--- src/verilog/acs_map.svh ---
// register offsets, field positions, reset values and timing counts for the converter control
`ifndef ACS_MAP_SVH
`define ACS_MAP_SVH
`define ACS_OFS_CFG 4'h0
`define ACS_OFS_CHSEL 4'h1
`define ACS_OFS_CAL 4'h2
`define ACS_OFS_OFSH 4'h3
`define ACS_OFS_OFSL 4'h4
`define ACS_OFS_GAINH 4'h5
`define ACS_OFS_GAINL 4'h6
`define ACS_OFS_DMA_CTRL 4'h7
`define ACS_OFS_DMA_LEN 4'h8
`define ACS_OFS_RESULT_L 4'h9
`define ACS_OFS_RESULT_H 4'hA
`define ACS_CFG_PWR 7
`define ACS_CFG_EXTREF 6
`define ACS_CFG_DIV_HI 5
`define ACS_CFG_DIV_LO 4
`define ACS_CFG_ACQ_HI 3
`define ACS_CFG_ACQ_LO 2
`define ACS_CFG_REFON 1
`define ACS_CFG_CONT 0
`define ACS_CAL_BUSY 7
`define ACS_CAL_START 2
`define ACS_CAL_GAIN 1
`define ACS_CAL_GO 0
`define ACS_CAL_AVG_HI 5
`define ACS_CAL_AVG_LO 4
`define ACS_DMA_RUN 0
`define ACS_DMA_EXT 1
`define ACS_DMA_EXPANDED_DATA_RAM_EN 2
`define ACS_DMA_DONE 3
`define ACS_CH_AGND 4'hB
`define ACS_CH_VREF 4'hC
`define ACS_CFG_RESET 8'h00
`define ACS_OFS_COEF_RESET 14'h2000
`define ACS_GAIN_COEF_RESET 14'h2000
`define ACS_CONV_CLKS 15
`define ACS_SYNC_CLKS 1
`define ACS_CAL_BASE 16
`define ACS_CAL_BITS 14
`endif

--- src/verilog/acs_pkg.sv ---
// types shared by the converter control block
package acs_pkg;
  typedef enum logic [1:0] {
    ACS_IDLE = 2'b00,
    ACS_ACQ = 2'b01,
    ACS_CONV = 2'b10,
    ACS_CAL = 2'b11
  } acs_state_e;
  typedef struct packed {
    logic req;
    logic wr;
    logic [15:0] addr;
    logic [15:0] wdata;
  } acs_mem_req_s;
  typedef struct packed {
    logic [3:0] chan;
    logic [11:0] code;
  } acs_result_s;
endpackage

--- src/verilog/acs_clk_div.sv ---
// converter clock enable from the master clock, selectable divide ratio
module acs_clk_div (
  input wire logic sys_clk_i,
  input wire logic rst_i,
  input wire logic run_i,
  input wire logic [1:0] ratio_i,
  output logic tick_o
);
  logic [4:0] cnt;
  logic [4:0] top;
  // 00:/32 01:/2 10:/8 11:/1 ; rate check is software's job
  always_comb
  begin
    case (ratio_i)
      2'b00: top = 5'h1F;
      2'b01: top = 5'h01;
      2'b10: top = 5'h07;
      default: top = 5'h00;
    endcase
  end
  always_ff @(posedge sys_clk_i or posedge rst_i)
  begin
    if (rst_i)
      cnt <= 5'h00;
    else if (!run_i || cnt >= top)
      cnt <= 5'h00;
    else
      cnt <= cnt + 5'h01;
  end
  assign tick_o = run_i && (cnt >= top);
endmodule

--- src/verilog/acs_corrector.sv ---
// applies offset and gain coefficients to a raw converter code
module acs_corrector (
  input wire logic sys_clk_i,
  input wire logic rst_i,
  input wire logic load_i,
  input wire logic [11:0] raw_i,
  input wire logic [13:0] ofs_i,
  input wire logic [13:0] gain_i,
  output logic [11:0] code_o
);
  logic signed [15:0] shifted;
  logic [29:0] scaled;
  logic [17:0] top;
  // midscale coefficient is neutral; larger offset pulls codes down
  always_comb
  begin
    shifted = $signed({4'h0, raw_i}) - $signed({2'b00, ofs_i}) + 16'sh2000;
    if (shifted < 16'sh0000)
      shifted = 16'sh0000;
    scaled = 30'(shifted[15:0]) * 30'(gain_i);
    top = {1'b0, scaled[29:13]};
  end
  always_ff @(posedge sys_clk_i or posedge rst_i)
  begin
    if (rst_i)
      code_o <= 12'h000;
    else if (load_i)
      code_o <= (top > 18'h00FFF) ? 12'hFFF : top[11:0];
  end
endmodule

--- src/verilog/acs_top.sv ---
// converter sequencer: reference, clocking, timing, DMA pipeline and calibration
// Summary of operation
// - config bit 6 set selects the external reference on the reference pin
// - internal reference stays off after reset until software enables it
// - config bits 5:4 pick the divider; pattern 10 divides by eight
// - writing 8C powers on, divides by 32, four acquisition clocks
// - conversion is 15 clocks plus one sync plus one to four acquisition
// - continuous mode restarts a conversion as soon as one completes
// - DMA runs on the converter clock, one conversion per DMA cycle
// - each cycle converts prior channel, writes prior result, fetches next ID
// - first valid result is written in the third DMA cycle
// - external-target DMA blocks processor port 0 and 2 pin accesses
// - internal-RAM DMA leaves ports 0 and 2 free for the processor
// - processor reaches only on-chip RAM during external-target DMA
// - DMA raises an interrupt when the requested block is filled
// - 14-bit offset and gain coefficients split into 6 high, 8 low bits
// - larger offset coefficient moves the transfer function down
// - larger gain coefficient steepens the transfer function
// - channel codes 1011 and 1100 route ground and reference for calibration
// - 25 starts offset and 27 gain calibration, 31 averages per bit
// - calibration lasts 14 x averages x (16 + acquisition) converter clocks
// - busy bit 7 spans whole calibration, or one conversion normally
//
// Our own choices: the placing of the registers and the strobed register port.
`include "acs_map.svh"
module acs_top (
  input wire logic sys_clk_i,
  input wire logic rst_i,
  input wire logic [3:0] addr_i,
  input wire logic [7:0] wdata_i,
  input wire logic wr_i,
  input wire logic rd_i,
  output logic [7:0] rdata_o,
  output logic ext_ref_sel_o,
  output logic int_ref_en_o,
  output logic conv_power_o,
  output logic [3:0] mux_chan_o,
  output logic sample_o,
  output logic [11:0] sar_trial_o,
  input wire logic sar_cmp_i,
  output acs_pkg::acs_mem_req_s mem_o,
  input wire logic [15:0] mem_rdata_i,
  output logic port_gate_o,
  output logic expanded_data_ram_internal_only_o,
  output logic dma_irq_o
);
  // ==========================================================
  // registers
  logic [7:0] cfg;
  logic [3:0] chsel;
  logic [6:0] cal_ctl;
  logic [13:0] ofs_coef;
  logic [13:0] gain_coef;
  logic [2:0] dma_ctl;
  logic [7:0] dma_len;
  logic dma_done;
  logic [11:0] result;
  logic tick;
  logic busy;
  logic [7:0] rd_mux;
  acs_pkg::acs_state_e state;
  logic [4:0] phase;
  logic [11:0] sar;
  logic [11:0] corr_code;
  logic corr_load;
  logic conv_done;
  logic [4:0] acq_clks;
  logic [4:0] avg_n;
  logic [13:0] cal_bit;
  logic [4:0] cal_avg;
  logic [4:0] cal_ones;
  logic start_single;
  logic [3:0] conv_chan;
  logic dma_run;
  logic [1:0] dma_fill;
  logic [7:0] dma_idx;
  logic [3:0] next_chan;
  logic [3:0] prev_chan;
  logic wr_pend;
  logic fetch_q;
  logic [3:0] id_buf;
  logic dma_start;

  function automatic logic hit(input logic [3:0] a, input logic [3:0] ofs);
    hit = (a == ofs);
  endfunction

  assign acq_clks = {3'b000, cfg[`ACS_CFG_ACQ_HI:`ACS_CFG_ACQ_LO]} + 5'h01;
  // average count field: 10 gives 31, others fewer
  always_comb
  begin
    case (cal_ctl[`ACS_CAL_AVG_HI:`ACS_CAL_AVG_LO])
      2'b00: avg_n = 5'h0F;
      2'b01: avg_n = 5'h01;
      2'b10: avg_n = 5'h1F;
      default: avg_n = 5'h03;
    endcase
  end

  // ==========================================================
  // register writes
  always_ff @(posedge sys_clk_i or posedge rst_i)
  begin
    if (rst_i)
    begin
      cfg <= `ACS_CFG_RESET;
      chsel <= 4'h0;
      ofs_coef <= `ACS_OFS_COEF_RESET;
      gain_coef <= `ACS_GAIN_COEF_RESET;
      dma_len <= 8'h00;
    end
    else if (wr_i)
    begin
      if (hit(addr_i, `ACS_OFS_CFG))
        cfg <= wdata_i;
      if (hit(addr_i, `ACS_OFS_CHSEL))
        chsel <= wdata_i[3:0];
      if (hit(addr_i, `ACS_OFS_OFSH))
        ofs_coef[13:8] <= wdata_i[5:0];
      if (hit(addr_i, `ACS_OFS_OFSL))
        ofs_coef[7:0] <= wdata_i;
      if (hit(addr_i, `ACS_OFS_GAINH))
        gain_coef[13:8] <= wdata_i[5:0];
      if (hit(addr_i, `ACS_OFS_GAINL))
        gain_coef[7:0] <= wdata_i;
      if (hit(addr_i, `ACS_OFS_DMA_LEN))
        dma_len <= wdata_i;
    end
    else if (state == acs_pkg::ACS_CAL && tick && phase == 5'h00 && cal_avg == avg_n
             && cal_bit != 14'h0000)
    begin
      // majority of averaged comparisons decides each coefficient bit
      if (cal_ctl[`ACS_CAL_GAIN])
        gain_coef <= gain_coef | ((cal_ones > (avg_n >> 1)) ? cal_bit : 14'h0000);
      else
        ofs_coef <= ofs_coef | ((cal_ones > (avg_n >> 1)) ? cal_bit : 14'h0000);
    end
  end

  assign ext_ref_sel_o = cfg[`ACS_CFG_EXTREF];
  assign int_ref_en_o = cfg[`ACS_CFG_REFON] && !cfg[`ACS_CFG_EXTREF];
  assign conv_power_o = cfg[`ACS_CFG_PWR];

  acs_clk_div u_div (
    .sys_clk_i(sys_clk_i),
    .rst_i(rst_i),
    .run_i(cfg[`ACS_CFG_PWR]),
    .ratio_i(cfg[`ACS_CFG_DIV_HI:`ACS_CFG_DIV_LO]),
    .tick_o(tick)
  );

  // ==========================================================
  // control register: start and busy
  assign start_single = wr_i && hit(addr_i, `ACS_OFS_CAL) && wdata_i[`ACS_CAL_GO];
  always_ff @(posedge sys_clk_i or posedge rst_i)
  begin
    if (rst_i)
      cal_ctl <= 7'h00;
    else if (wr_i && hit(addr_i, `ACS_OFS_CAL))
      cal_ctl <= wdata_i[6:0];
    else if (conv_done)
      cal_ctl[`ACS_CAL_START] <= 1'b0;
  end
  assign busy = (state != acs_pkg::ACS_IDLE);

  // ==========================================================
  // conversion sequencer, steps once per converter clock
  assign conv_chan = dma_run ? next_chan : chsel;
  always_ff @(posedge sys_clk_i or posedge rst_i)
  begin
    if (rst_i)
    begin
      state <= acs_pkg::ACS_IDLE;
      phase <= 5'h00;
      sar <= 12'h000;
      conv_done <= 1'b0;
      cal_bit <= 14'h0000;
      cal_avg <= 5'h00;
      cal_ones <= 5'h00;
    end
    else
    begin
      conv_done <= 1'b0;
      case (state)
        acs_pkg::ACS_IDLE:
        begin
          phase <= 5'h00;
          if (wr_i && hit(addr_i, `ACS_OFS_CAL) && wdata_i[`ACS_CAL_START])
          begin
            state <= acs_pkg::ACS_CAL;
            cal_bit <= 14'h2000;
            cal_avg <= 5'h00;
            cal_ones <= 5'h00;
          end
          else if (start_single || cfg[`ACS_CFG_CONT] || dma_run)
            state <= acs_pkg::ACS_ACQ;
        end
        acs_pkg::ACS_ACQ:
          if (tick)
          begin
            // one sync clock plus the acquisition clocks
            if (phase == acq_clks + 5'(`ACS_SYNC_CLKS) - 5'h01)
            begin
              phase <= 5'h00;
              sar <= 12'h800;
              state <= acs_pkg::ACS_CONV;
            end
            else
              phase <= phase + 5'h01;
          end
        acs_pkg::ACS_CONV:
          if (tick)
          begin
            if (phase < 5'd12)
              sar <= (sar & ~(12'h800 >> phase) | (sar_cmp_i ? (12'h800 >> phase) : 12'h000))
                     | ((phase < 5'd11) ? (12'h400 >> phase) : 12'h000);
            if (phase == 5'(`ACS_CONV_CLKS) - 5'h01)
            begin
              phase <= 5'h00;
              conv_done <= 1'b1;
              // continuous and DMA modes chain straight into the next sample
              state <= (cfg[`ACS_CFG_CONT] || dma_run) ? acs_pkg::ACS_ACQ
                       : acs_pkg::ACS_IDLE;
            end
            else
              phase <= phase + 5'h01;
          end
        acs_pkg::ACS_CAL:
          if (tick)
          begin
            // each coefficient bit: avg_n trials of (16 + acquisition) clocks
            if (phase == 5'(`ACS_CAL_BASE) + acq_clks - 5'h01)
            begin
              phase <= 5'h00;
              cal_ones <= cal_ones + {4'h0, sar_cmp_i};
              cal_avg <= cal_avg + 5'h01;
            end
            else if (phase == 5'h00 && cal_avg == avg_n)
            begin
              cal_avg <= 5'h00;
              cal_ones <= 5'h00;
              cal_bit <= cal_bit >> 1;
              if (cal_bit == 14'h0001)
              begin
                state <= acs_pkg::ACS_IDLE;
                conv_done <= 1'b1;
              end
            end
            else
              phase <= phase + 5'h01;
          end
        default:
          state <= acs_pkg::ACS_IDLE;
      endcase
    end
  end

  // during calibration the mux follows chsel only for codes other than ground and reference; those take conv_chan, which is next_chan while DMA runs
  assign mux_chan_o = (state == acs_pkg::ACS_CAL && chsel != `ACS_CH_AGND
                       && chsel != `ACS_CH_VREF) ? chsel : conv_chan;
  assign sample_o = (state == acs_pkg::ACS_ACQ);
  assign sar_trial_o = sar;
  assign corr_load = conv_done && state != acs_pkg::ACS_CAL;

  acs_corrector u_corr (
    .sys_clk_i(sys_clk_i),
    .rst_i(rst_i),
    .load_i(corr_load),
    .raw_i(sar),
    .ofs_i(ofs_coef),
    .gain_i(gain_coef),
    .code_o(corr_code)
  );

  always_ff @(posedge sys_clk_i or posedge rst_i)
  begin
    if (rst_i)
      result <= 12'h000;
    else
      result <= corr_code;
  end

  // ==========================================================
  // DMA pipeline: one stage step per completed conversion
  logic step;
  assign step = conv_done && dma_run;
  always_ff @(posedge sys_clk_i or posedge rst_i)
  begin
    if (rst_i)
    begin
      dma_ctl <= 3'b000;
      dma_done <= 1'b0;
      dma_fill <= 2'b00;
      dma_idx <= 8'h00;
      next_chan <= 4'h0;
      prev_chan <= 4'h0;
      wr_pend <= 1'b0;
    end
    else
    begin
      wr_pend <= step && (dma_fill != 2'b00);
      if (wr_i && hit(addr_i, `ACS_OFS_DMA_CTRL))
      begin
        dma_ctl <= wdata_i[2:0];
        dma_fill <= 2'b00;
        dma_idx <= 8'h00;
        if (wdata_i[`ACS_DMA_RUN])
          dma_done <= 1'b0;
      end
      else if (step)
      begin
        prev_chan <= next_chan;
        next_chan <= id_buf;
        if (dma_fill != 2'b11)
          dma_fill <= dma_fill + 2'b01;
        if (dma_fill != 2'b00)
        begin
          dma_idx <= dma_idx + 8'h01;
          if (dma_idx == dma_len)
          begin
            dma_ctl[`ACS_DMA_RUN] <= 1'b0;
            dma_done <= 1'b1;
          end
        end
      end
    end
  end
  assign dma_run = dma_ctl[`ACS_DMA_RUN];

  // the fetched id stands for one cycle only, so it is caught the cycle after the request
  always_ff @(posedge sys_clk_i or posedge rst_i)
  begin
    if (rst_i)
    begin
      fetch_q <= 1'b0;
      id_buf <= 4'h0;
    end
    else
    begin
      fetch_q <= mem_o.req && !mem_o.wr;
      if (fetch_q)
        id_buf <= mem_rdata_i[15:12];
    end
  end

  // write waits one cycle after the step so the corrected code is in place;
  // the first id is fetched as DMA starts
  assign dma_start = wr_i && hit(addr_i, `ACS_OFS_DMA_CTRL) && wdata_i[`ACS_DMA_RUN];
  always_ff @(posedge sys_clk_i or posedge rst_i)
  begin
    if (rst_i)
      mem_o <= '0;
    else if (wr_pend)
    begin
      mem_o.req <= 1'b1;
      mem_o.wr <= 1'b1;
      mem_o.addr <= {7'h00, dma_idx - 8'h01, 1'b0};
      mem_o.wdata <= {prev_chan, corr_code};
    end
    else if (dma_start || (dma_run && (mem_o.wr || (step && dma_fill == 2'b00))))
    begin
      mem_o.req <= 1'b1;
      mem_o.wr <= 1'b0;
      mem_o.addr <= {7'h00, dma_start ? 8'h00 : dma_idx, 1'b1};
      mem_o.wdata <= 16'h0000;
    end
    else
      mem_o <= '0;
  end

  assign port_gate_o = dma_run && dma_ctl[`ACS_DMA_EXT];
  assign expanded_data_ram_internal_only_o = port_gate_o && dma_ctl[`ACS_DMA_EXPANDED_DATA_RAM_EN];
  assign dma_irq_o = dma_done;

  // ==========================================================
  // register reads, data in the cycle after the strobe
  always_comb
  begin
    case (addr_i)
      `ACS_OFS_CFG: rd_mux = cfg;
      `ACS_OFS_CHSEL: rd_mux = {4'h0, chsel};
      `ACS_OFS_CAL: rd_mux = {busy, cal_ctl};
      `ACS_OFS_OFSH: rd_mux = {2'b00, ofs_coef[13:8]};
      `ACS_OFS_OFSL: rd_mux = ofs_coef[7:0];
      `ACS_OFS_GAINH: rd_mux = {2'b00, gain_coef[13:8]};
      `ACS_OFS_GAINL: rd_mux = gain_coef[7:0];
      `ACS_OFS_DMA_CTRL: rd_mux = {4'h0, dma_done, dma_ctl};
      `ACS_OFS_DMA_LEN: rd_mux = dma_len;
      `ACS_OFS_RESULT_L: rd_mux = result[7:0];
      `ACS_OFS_RESULT_H: rd_mux = {4'h0, result[11:8]};
      default: rd_mux = 8'h00;
    endcase
  end
  always_ff @(posedge sys_clk_i or posedge rst_i)
  begin
    if (rst_i)
      rdata_o <= 8'h00;
    else if (rd_i)
      rdata_o <= rd_mux;
    else
      rdata_o <= 8'h00;
  end
endmodule
--- config.mk ---
export PLATFORM = sky130hd
export DESIGN_NAME = acs_top
export DESIGN_NICKNAME = d
export VERILOG_FILES = /design/src/verilog/acs_pkg.sv /design/src/verilog/acs_clk_div.sv /design/src/verilog/acs_corrector.sv /design/src/verilog/acs_top.sv
export VERILOG_INCLUDE_DIRS = /design/src /design/src/verilog
export SDC_FILE = /design/constraint.sdc
export NUM_CORES = 1
export LEC_CHECK = 0
export BUFFER_PORTS_ARGS = -buffer_cell sky130_fd_sc_hd__buf_2
export CAP_MARGIN = 40
export CORE_MARGIN = 2
export CORE_UTILIZATION = 35
export CTS_BUF_LIST = sky130_fd_sc_hd__clkbuf_16
export DETAILED_ROUTE_END_ITERATION = 8
export PLACE_DENSITY = 0.58
export SLEW_MARGIN = 5
export SYNTH_ARGS = -nofsm -noshare
export SYNTH_HDL_FRONTEND = slang
export SYNTH_SLANG_ARGS = --single-unit
--- constraint.sdc ---
create_clock -name sys_clk_i -period 25.9 [get_ports sys_clk_i]
set_clock_uncertainty 0.2 [all_clocks]
set_input_delay 2.59 -clock sys_clk_i [delete_from_list [all_inputs] [get_ports sys_clk_i]]
set_output_delay 2.59 -clock sys_clk_i [all_outputs]
set_load 0.01 [all_outputs]
# Yosys cells after proc, flatten, opt, wreduce, memory -nomap -nowiden
# Cells that the tools add are included.
# classes
reduce_logical,66
bitwise,7
div,0
shift,2
n_mux,87
n_eq_ne,46
magnitude_cmp,6
n_addsub,14
multipliers,1
# ops
op,count
2-to-1 mux 14 bit,11
one-hot mux 8 bit (11 select lines),1
2-to-1 mux 12 bit,7
2-to-1 mux 5 bit,14
2-to-1 mux 34 bit,2
2-to-1 mux 8 bit,7
multiplier 16 x 14 -> 30 bit,1
one-hot mux 5 bit (3 select lines),2
bitwise OR 14 bit,2
one-hot mux 14 bit (2 select lines),1
2-to-1 mux 2 bit,13
"!= test 2 bit, second input constant",12
bitwise OR 12 bit,2
one-hot mux 12 bit (2 select lines),1
logical AND 1 bit,22
nonzero test 2 bit,11
one-hot mux 5 bit (2 select lines),2
one-hot mux 5 bit (4 select lines),1
2-to-1 mux 1 bit,18
"greater-than comparator 17 x 12 -> 1 bit, second input constant",1
"adder 16 x 15 -> 16 bit, second input constant",1
"equality test 4 x 3 -> 1 bit, second input constant",4
"< comparator 16 x 1 -> 1 bit, second input constant",1
2-to-1 mux 16 bit,1
46 further kinds,91
# totals
output_inout_bits,65
in_bits,33
ff_bits,198
memories,0
latch_bits,0
elab_cells,263
mem_bits_ro,0
ram_bits,0

# Logic depth before layout (Yosys ltp)
# logic_depth
depth_word,10
depth_mapped,36
mapped_depth_nobuf,34

# Modules after synthesis
# From an unflattened synthesis, not the netlist that was laid out.
# unflattened
cells_unflattened,1953
area_unflattened_um2,17853.4
# modules_own_cells
module,n_inst,cells_each,seq_area_each_um2,area_per_inst_um2
acs_top,1,909,4356.7,9034.9
acs_corrector,1,1008,300.3,8473.1
acs_clk_div,1,36,125.1,345.3

# Worst setup path before layout
# OpenSTA, ideal clock, no wires.
# synth_path
path_kind,register -> register
startpoint,reg sar[0] (netlist: sar_trial_o[0])
endpoint,reg u_corr.code_o[0]
stages_incl_launch_ff,34
slack_ns,16.819
n_path_buf,3
required_time_ns,25.579
period_less_slack_ns,9.081
setup_time_ns,0.121
t_arrival_ns,8.760
path_cell_list,dfrtp_1 inv_1 ha_1 inv_1 fa_1 a21o_1 a221oi_2 o31ai_1 a21o_1 o21ai_0 clkbuf_1 nor2_1 clkbuf_1 and2_1 fa_1 fa_1 fa_1 fa_1 fa_1 inv_1 fa_1 inv_1 ha_1 nand2_1 nor2_1 nor2_1 o21ai_0 a211o_1 mux2i_1 nand3_1 or4_1 or4_4 buf_6 o22a_1
# synth_via
elab_chain_cells,7
# synth_lines
element,line,text
start: declaration,acs_top.sv:63,logic [11:0] sar;
start signal: assignment,acs_top.sv:215,sar <= (sar & ~(12'h800 >> phase) | (sar_cmp_i ? (12'h800 >> phase) : 12'h000))
subtractor 12 x 14 -> 15 bit *,acs_corrector.sv:17,"shifted = $signed({4'h0, raw_i}) - $signed({2'b00, ofs_i}) + 16'sh2000;"
adder 16 x 15 -> 16 bit *,acs_corrector.sv:17,
< comparator 16 x 1 -> 1 bit,acs_corrector.sv:18,if (shifted < 16'sh0000)
2-to-1 mux 16 bit *,acs_corrector.sv:18,
multiplier 16 x 14 -> 30 bit *,acs_corrector.sv:20,scaled = 30'(shifted[15:0]) * 30'(gain_i);
greater-than comparator 17 x 12 -> 1 bit,acs_corrector.sv:28,code_o <= (top > 18'h00FFF) ? 12'hFFF : top[11:0];
2-to-1 mux 12 bit *,acs_corrector.sv:28,
end signal: assignment,acs_corrector.sv:28,
end: declaration,acs_corrector.sv:9,output logic [11:0] code_o
# Mark *: on every way between the ends. The rest lies on a longest branch, timed or not.
# A chain may end at the register's enable or synchronous reset.

# Final worst setup path
# layout_path
startpoint,reg ofs_coef[0]
endpoint,reg u_corr.code_o[2]
# layout_via
elab_chain_cells,7
# layout_lines
element,line,text
start: declaration,acs_top.sv:52,logic [13:0] ofs_coef;
start signal: assignment,acs_top.sv:108,ofs_coef <= `ACS_OFS_COEF_RESET;
start signal: assignment,acs_top.sv:121,ofs_coef[7:0] <= wdata_i;
start signal: assignment,acs_top.sv:136,ofs_coef <= ofs_coef | ((cal_ones > (avg_n >> 1)) ? cal_bit : 14'h0000);
subtractor 12 x 14 -> 15 bit *,acs_corrector.sv:17,
adder 16 x 15 -> 16 bit *,acs_corrector.sv:17,
< comparator 16 x 1 -> 1 bit,acs_corrector.sv:18,
2-to-1 mux 16 bit *,acs_corrector.sv:18,
multiplier 16 x 14 -> 30 bit *,acs_corrector.sv:20,
greater-than comparator 17 x 12 -> 1 bit,acs_corrector.sv:28,
2-to-1 mux 12 bit *,acs_corrector.sv:28,
# Marked as above.

==> flow_metrics.env <==
export IMPL_insertion_delay_ns=0.45
export IMPL_design_area_sq_um=18600
export IMPL_slew_headroom_pct=39.8
export IMPL_setup_violations=0
export IMPL_cp_required_ns=26.04
export IMPL_place_area_sq_um=17900
export IMPL_yosysWarningCount=0
export IMPL_grt_pass1_wl_mm=73.5
export IMPL_portBuffers=78
export IMPL_first_pass_iters=9
export IMPL_ios=98
export IMPL_vias_per_cell=5.20
export IMPL_final_nets=2173
export IMPL_ys_flop_type="dfrtp_1"
export IMPL_ys_seq_area_share_pct=28.2
export IMPL_p_total_mw=2.22
export IMPL_critPathSlowestCell="fa_1"
export IMPL_syn_area_sq_um=17000
export IMPL_htree_levels=4
export IMPL_hold_viol=0
export IMPL_detail_route_wl_per_cell_um=17.8
export IMPL_ys_ff_latch=191
export IMPL_finalSetupTns_ns=0
export IMPL_drive_above_1_share_pct=10.6
export IMPL_crit_path_start_kind="flop"
export IMPL_syn_avg_cell_area_sq_um=9.31
export IMPL_ir_drop_v=0.000104
export IMPL_die_h_um=224
export IMPL_hp_class="flop to flop"
export IMPL_grt_overflow_total=0
export IMPL_cts_root_buf="clkbuf_16"
export IMPL_area_delta_synth_final_pct=9.60
export IMPL_start_util_pct=35.5
export IMPL_dieWidth_um=224
export IMPL_final_cell_count_no_fill=2483
export IMPL_clkSinkCount=191
export IMPL_outcome="finished, final reports clean"
export IMPL_synth_edf_count=0
export IMPL_postRouteAntennaNets=0
export IMPL_worstPathArrival_ns=9.88
export IMPL_clock_path_buffers=2
export IMPL_crit_path_end_kind="flop"
export IMPL_fin_crit_sh_pct=37.6
export IMPL_grt_usage_pct=18.4
export IMPL_core_area_sq_um=47700
export IMPL_synth_cell_type_count=80
export IMPL_synth_cells=1820
export IMPL_antenna_found_initial=0
export IMPL_total_leakage_power_nw=9.13
export IMPL_cpMostUsedCell="fa_1"
export IMPL_die_area_sq_um=50200
export IMPL_post_cts_resized=0
export IMPL_holdBufCountCts=0
export IMPL_worst_slew_pin_slew_ns=0.897
export IMPL_post_cts_buffers=0
export IMPL_clk_pin_slew_ns=0.07
export IMPL_cellPowerDensity_nw_per_um2=119
export IMPL_vias=12900
export IMPL_cts_buffers=17
export IMPL_cpPeakStageDelay_ns=0.56
export IMPL_critPathKind="flop to flop"
export IMPL_worstPathMaxFanout=14
export IMPL_drtIter0Drc=953
export IMPL_grt_start_max_net_pins=108
export IMPL_gp_congestion=0.888
export IMPL_first_global_vias=13300
export IMPL_tritoncts="built"
export IMPL_placedCellCount=2450
export IMPL_hpwl_mm=34.1
export IMPL_clock_fmax_mhz=103
export IMPL_drv_cap=0
export IMPL_slew_viol_final=0
export IMPL_rows=80
export IMPL_routed_wl_mm=44.2
export IMPL_fin_crit_ns=9.74
export IMPL_route_detailed_drc=0
export IMPL_async_flop_share_pct=100
export IMPL_fillCellCount=4713
export IMPL_rsz0062_at_grt="false"
worst max-delay path: cells and delay by family (launching register included):
| kind | cells | cell delay [ns] |
|---|---|---|
| muxes | 1 | 0.20 |
| buffers and inverters | 7 | 0.68 |
| and+or+nand+nor | 8 | 1.78 |
| adders and majority gates | 9 | 4.14 |
| AOI/OAI and AO/OA | 8 | 2.15 |
| DFF | 1 | 0.46 |
synth_stat cells, types with 33 or more instances:
cell,instances,area [sq um]
nand2_1,233,875
inv_1,211,792
dfrtp_1,189,4730
fa_1,154,3080
ha_1,132,1650
and2_1,131,820
nor2_1,99,372
clkbuf_1,75,282
o21ai_0,70,350
a21oi_1,65,325
mux2_2,48,541
a22o_1,36,315
nor3_1,33,165
cells in the final DEF (no fill, tap or decap), types with 33 or more instances in the layout:
cell type,instances
nor3_1,33
dfrtp_1,189
o21ai_0,69
nor2_1,99
a22o_1,36
fa_1,154
mux2_2,48
inv_1,210
a21oi_1,65
nand2_1,233
ha_1,132
buf_2,79
and2_1,131
per-layer routing:
metal | global-route usage [%] | share of wire (%) | vias up
li1 | - | - | 6115
met1 | 25.4 | 45 | 6395
met5 | 0 | 0 | -
met4 | 4.82 | 2.4 | 0
met2 | 30.5 | 48 | 341
met3 | 2.33 | 4.0 | 58
report_power, final:
group | internal, mW | switching, mW
logic | 0.591 | 0.894
registers | 0.354 | 0.0901
clock network | 0.171 | 0.117
logic make-up after synthesis:
logic type / Yosys count / synth area share (%)
multiplexers: 59 / 3.84
AND/OR/NAND/NOR: 607 / 17.4
buffers and inverters: 306 / 7.13
adder cells (fa/ha/maj): 286 / 27.9
XOR/XNOR: 51 / 2.64
AO/OA/AOI/OAI: 319 / 12.9
other: 1 / 0.0221
flip-flops: 191 / 28.2
final timing paths:
kind                                    end              start  slack [ns]  cells past startpoint
hold reg to reg                  result[10]  u_corr.code_o[10]        0.21                      0
hold / removal                   result[10]  u_corr.code_o[10]        0.21                      0
setup / recovery           u_corr.code_o[2]        ofs_coef[0]       16.16                     33
setup reg to reg           u_corr.code_o[2]        ofs_coef[0]       16.16                     33
max in group asynchronous      ofs_coef[13]              rst_i       22.14                      4
min in group asynchronous        rdata_o[4]              rst_i        2.08                      2
through the flow:
stage          util [%]  hold WS, ns  worst slack [ns]
2_1_floorplan         -        0.167             16.82
3_3_place_gp       37.5        0.182             16.16
3_5_place_dp       37.6        0.194             16.24
4_1_cts            38.9        0.206             16.21
5_1_grt            38.9        0.224             15.74
6_report           38.9        0.206             16.16
cell type report:
type	count	area (sq um)	area share (%)
Clock inverter	15	216	1.17
Timing Repair Buffer	103	596	3.21
Antenna cell	1	2.50	0.0135
Multi-Input combinational cell	1329	11000	59.1
Inverter	212	803	4.32
Clock buffer	17	425	2.29
Sequential cell	191	4780	25.7
Tap cell	615	769	4.14
flip-flops by register name, indices dropped and copies added, names as in the netlist, 12 cells and up:
register	cells
ofs_coef	14
gain_coef	14
u_corr.code_o	12
cal_bit	14
sar_trial_o	12
mem_o	27
result	12
Power figures use the tool's default switching activity.
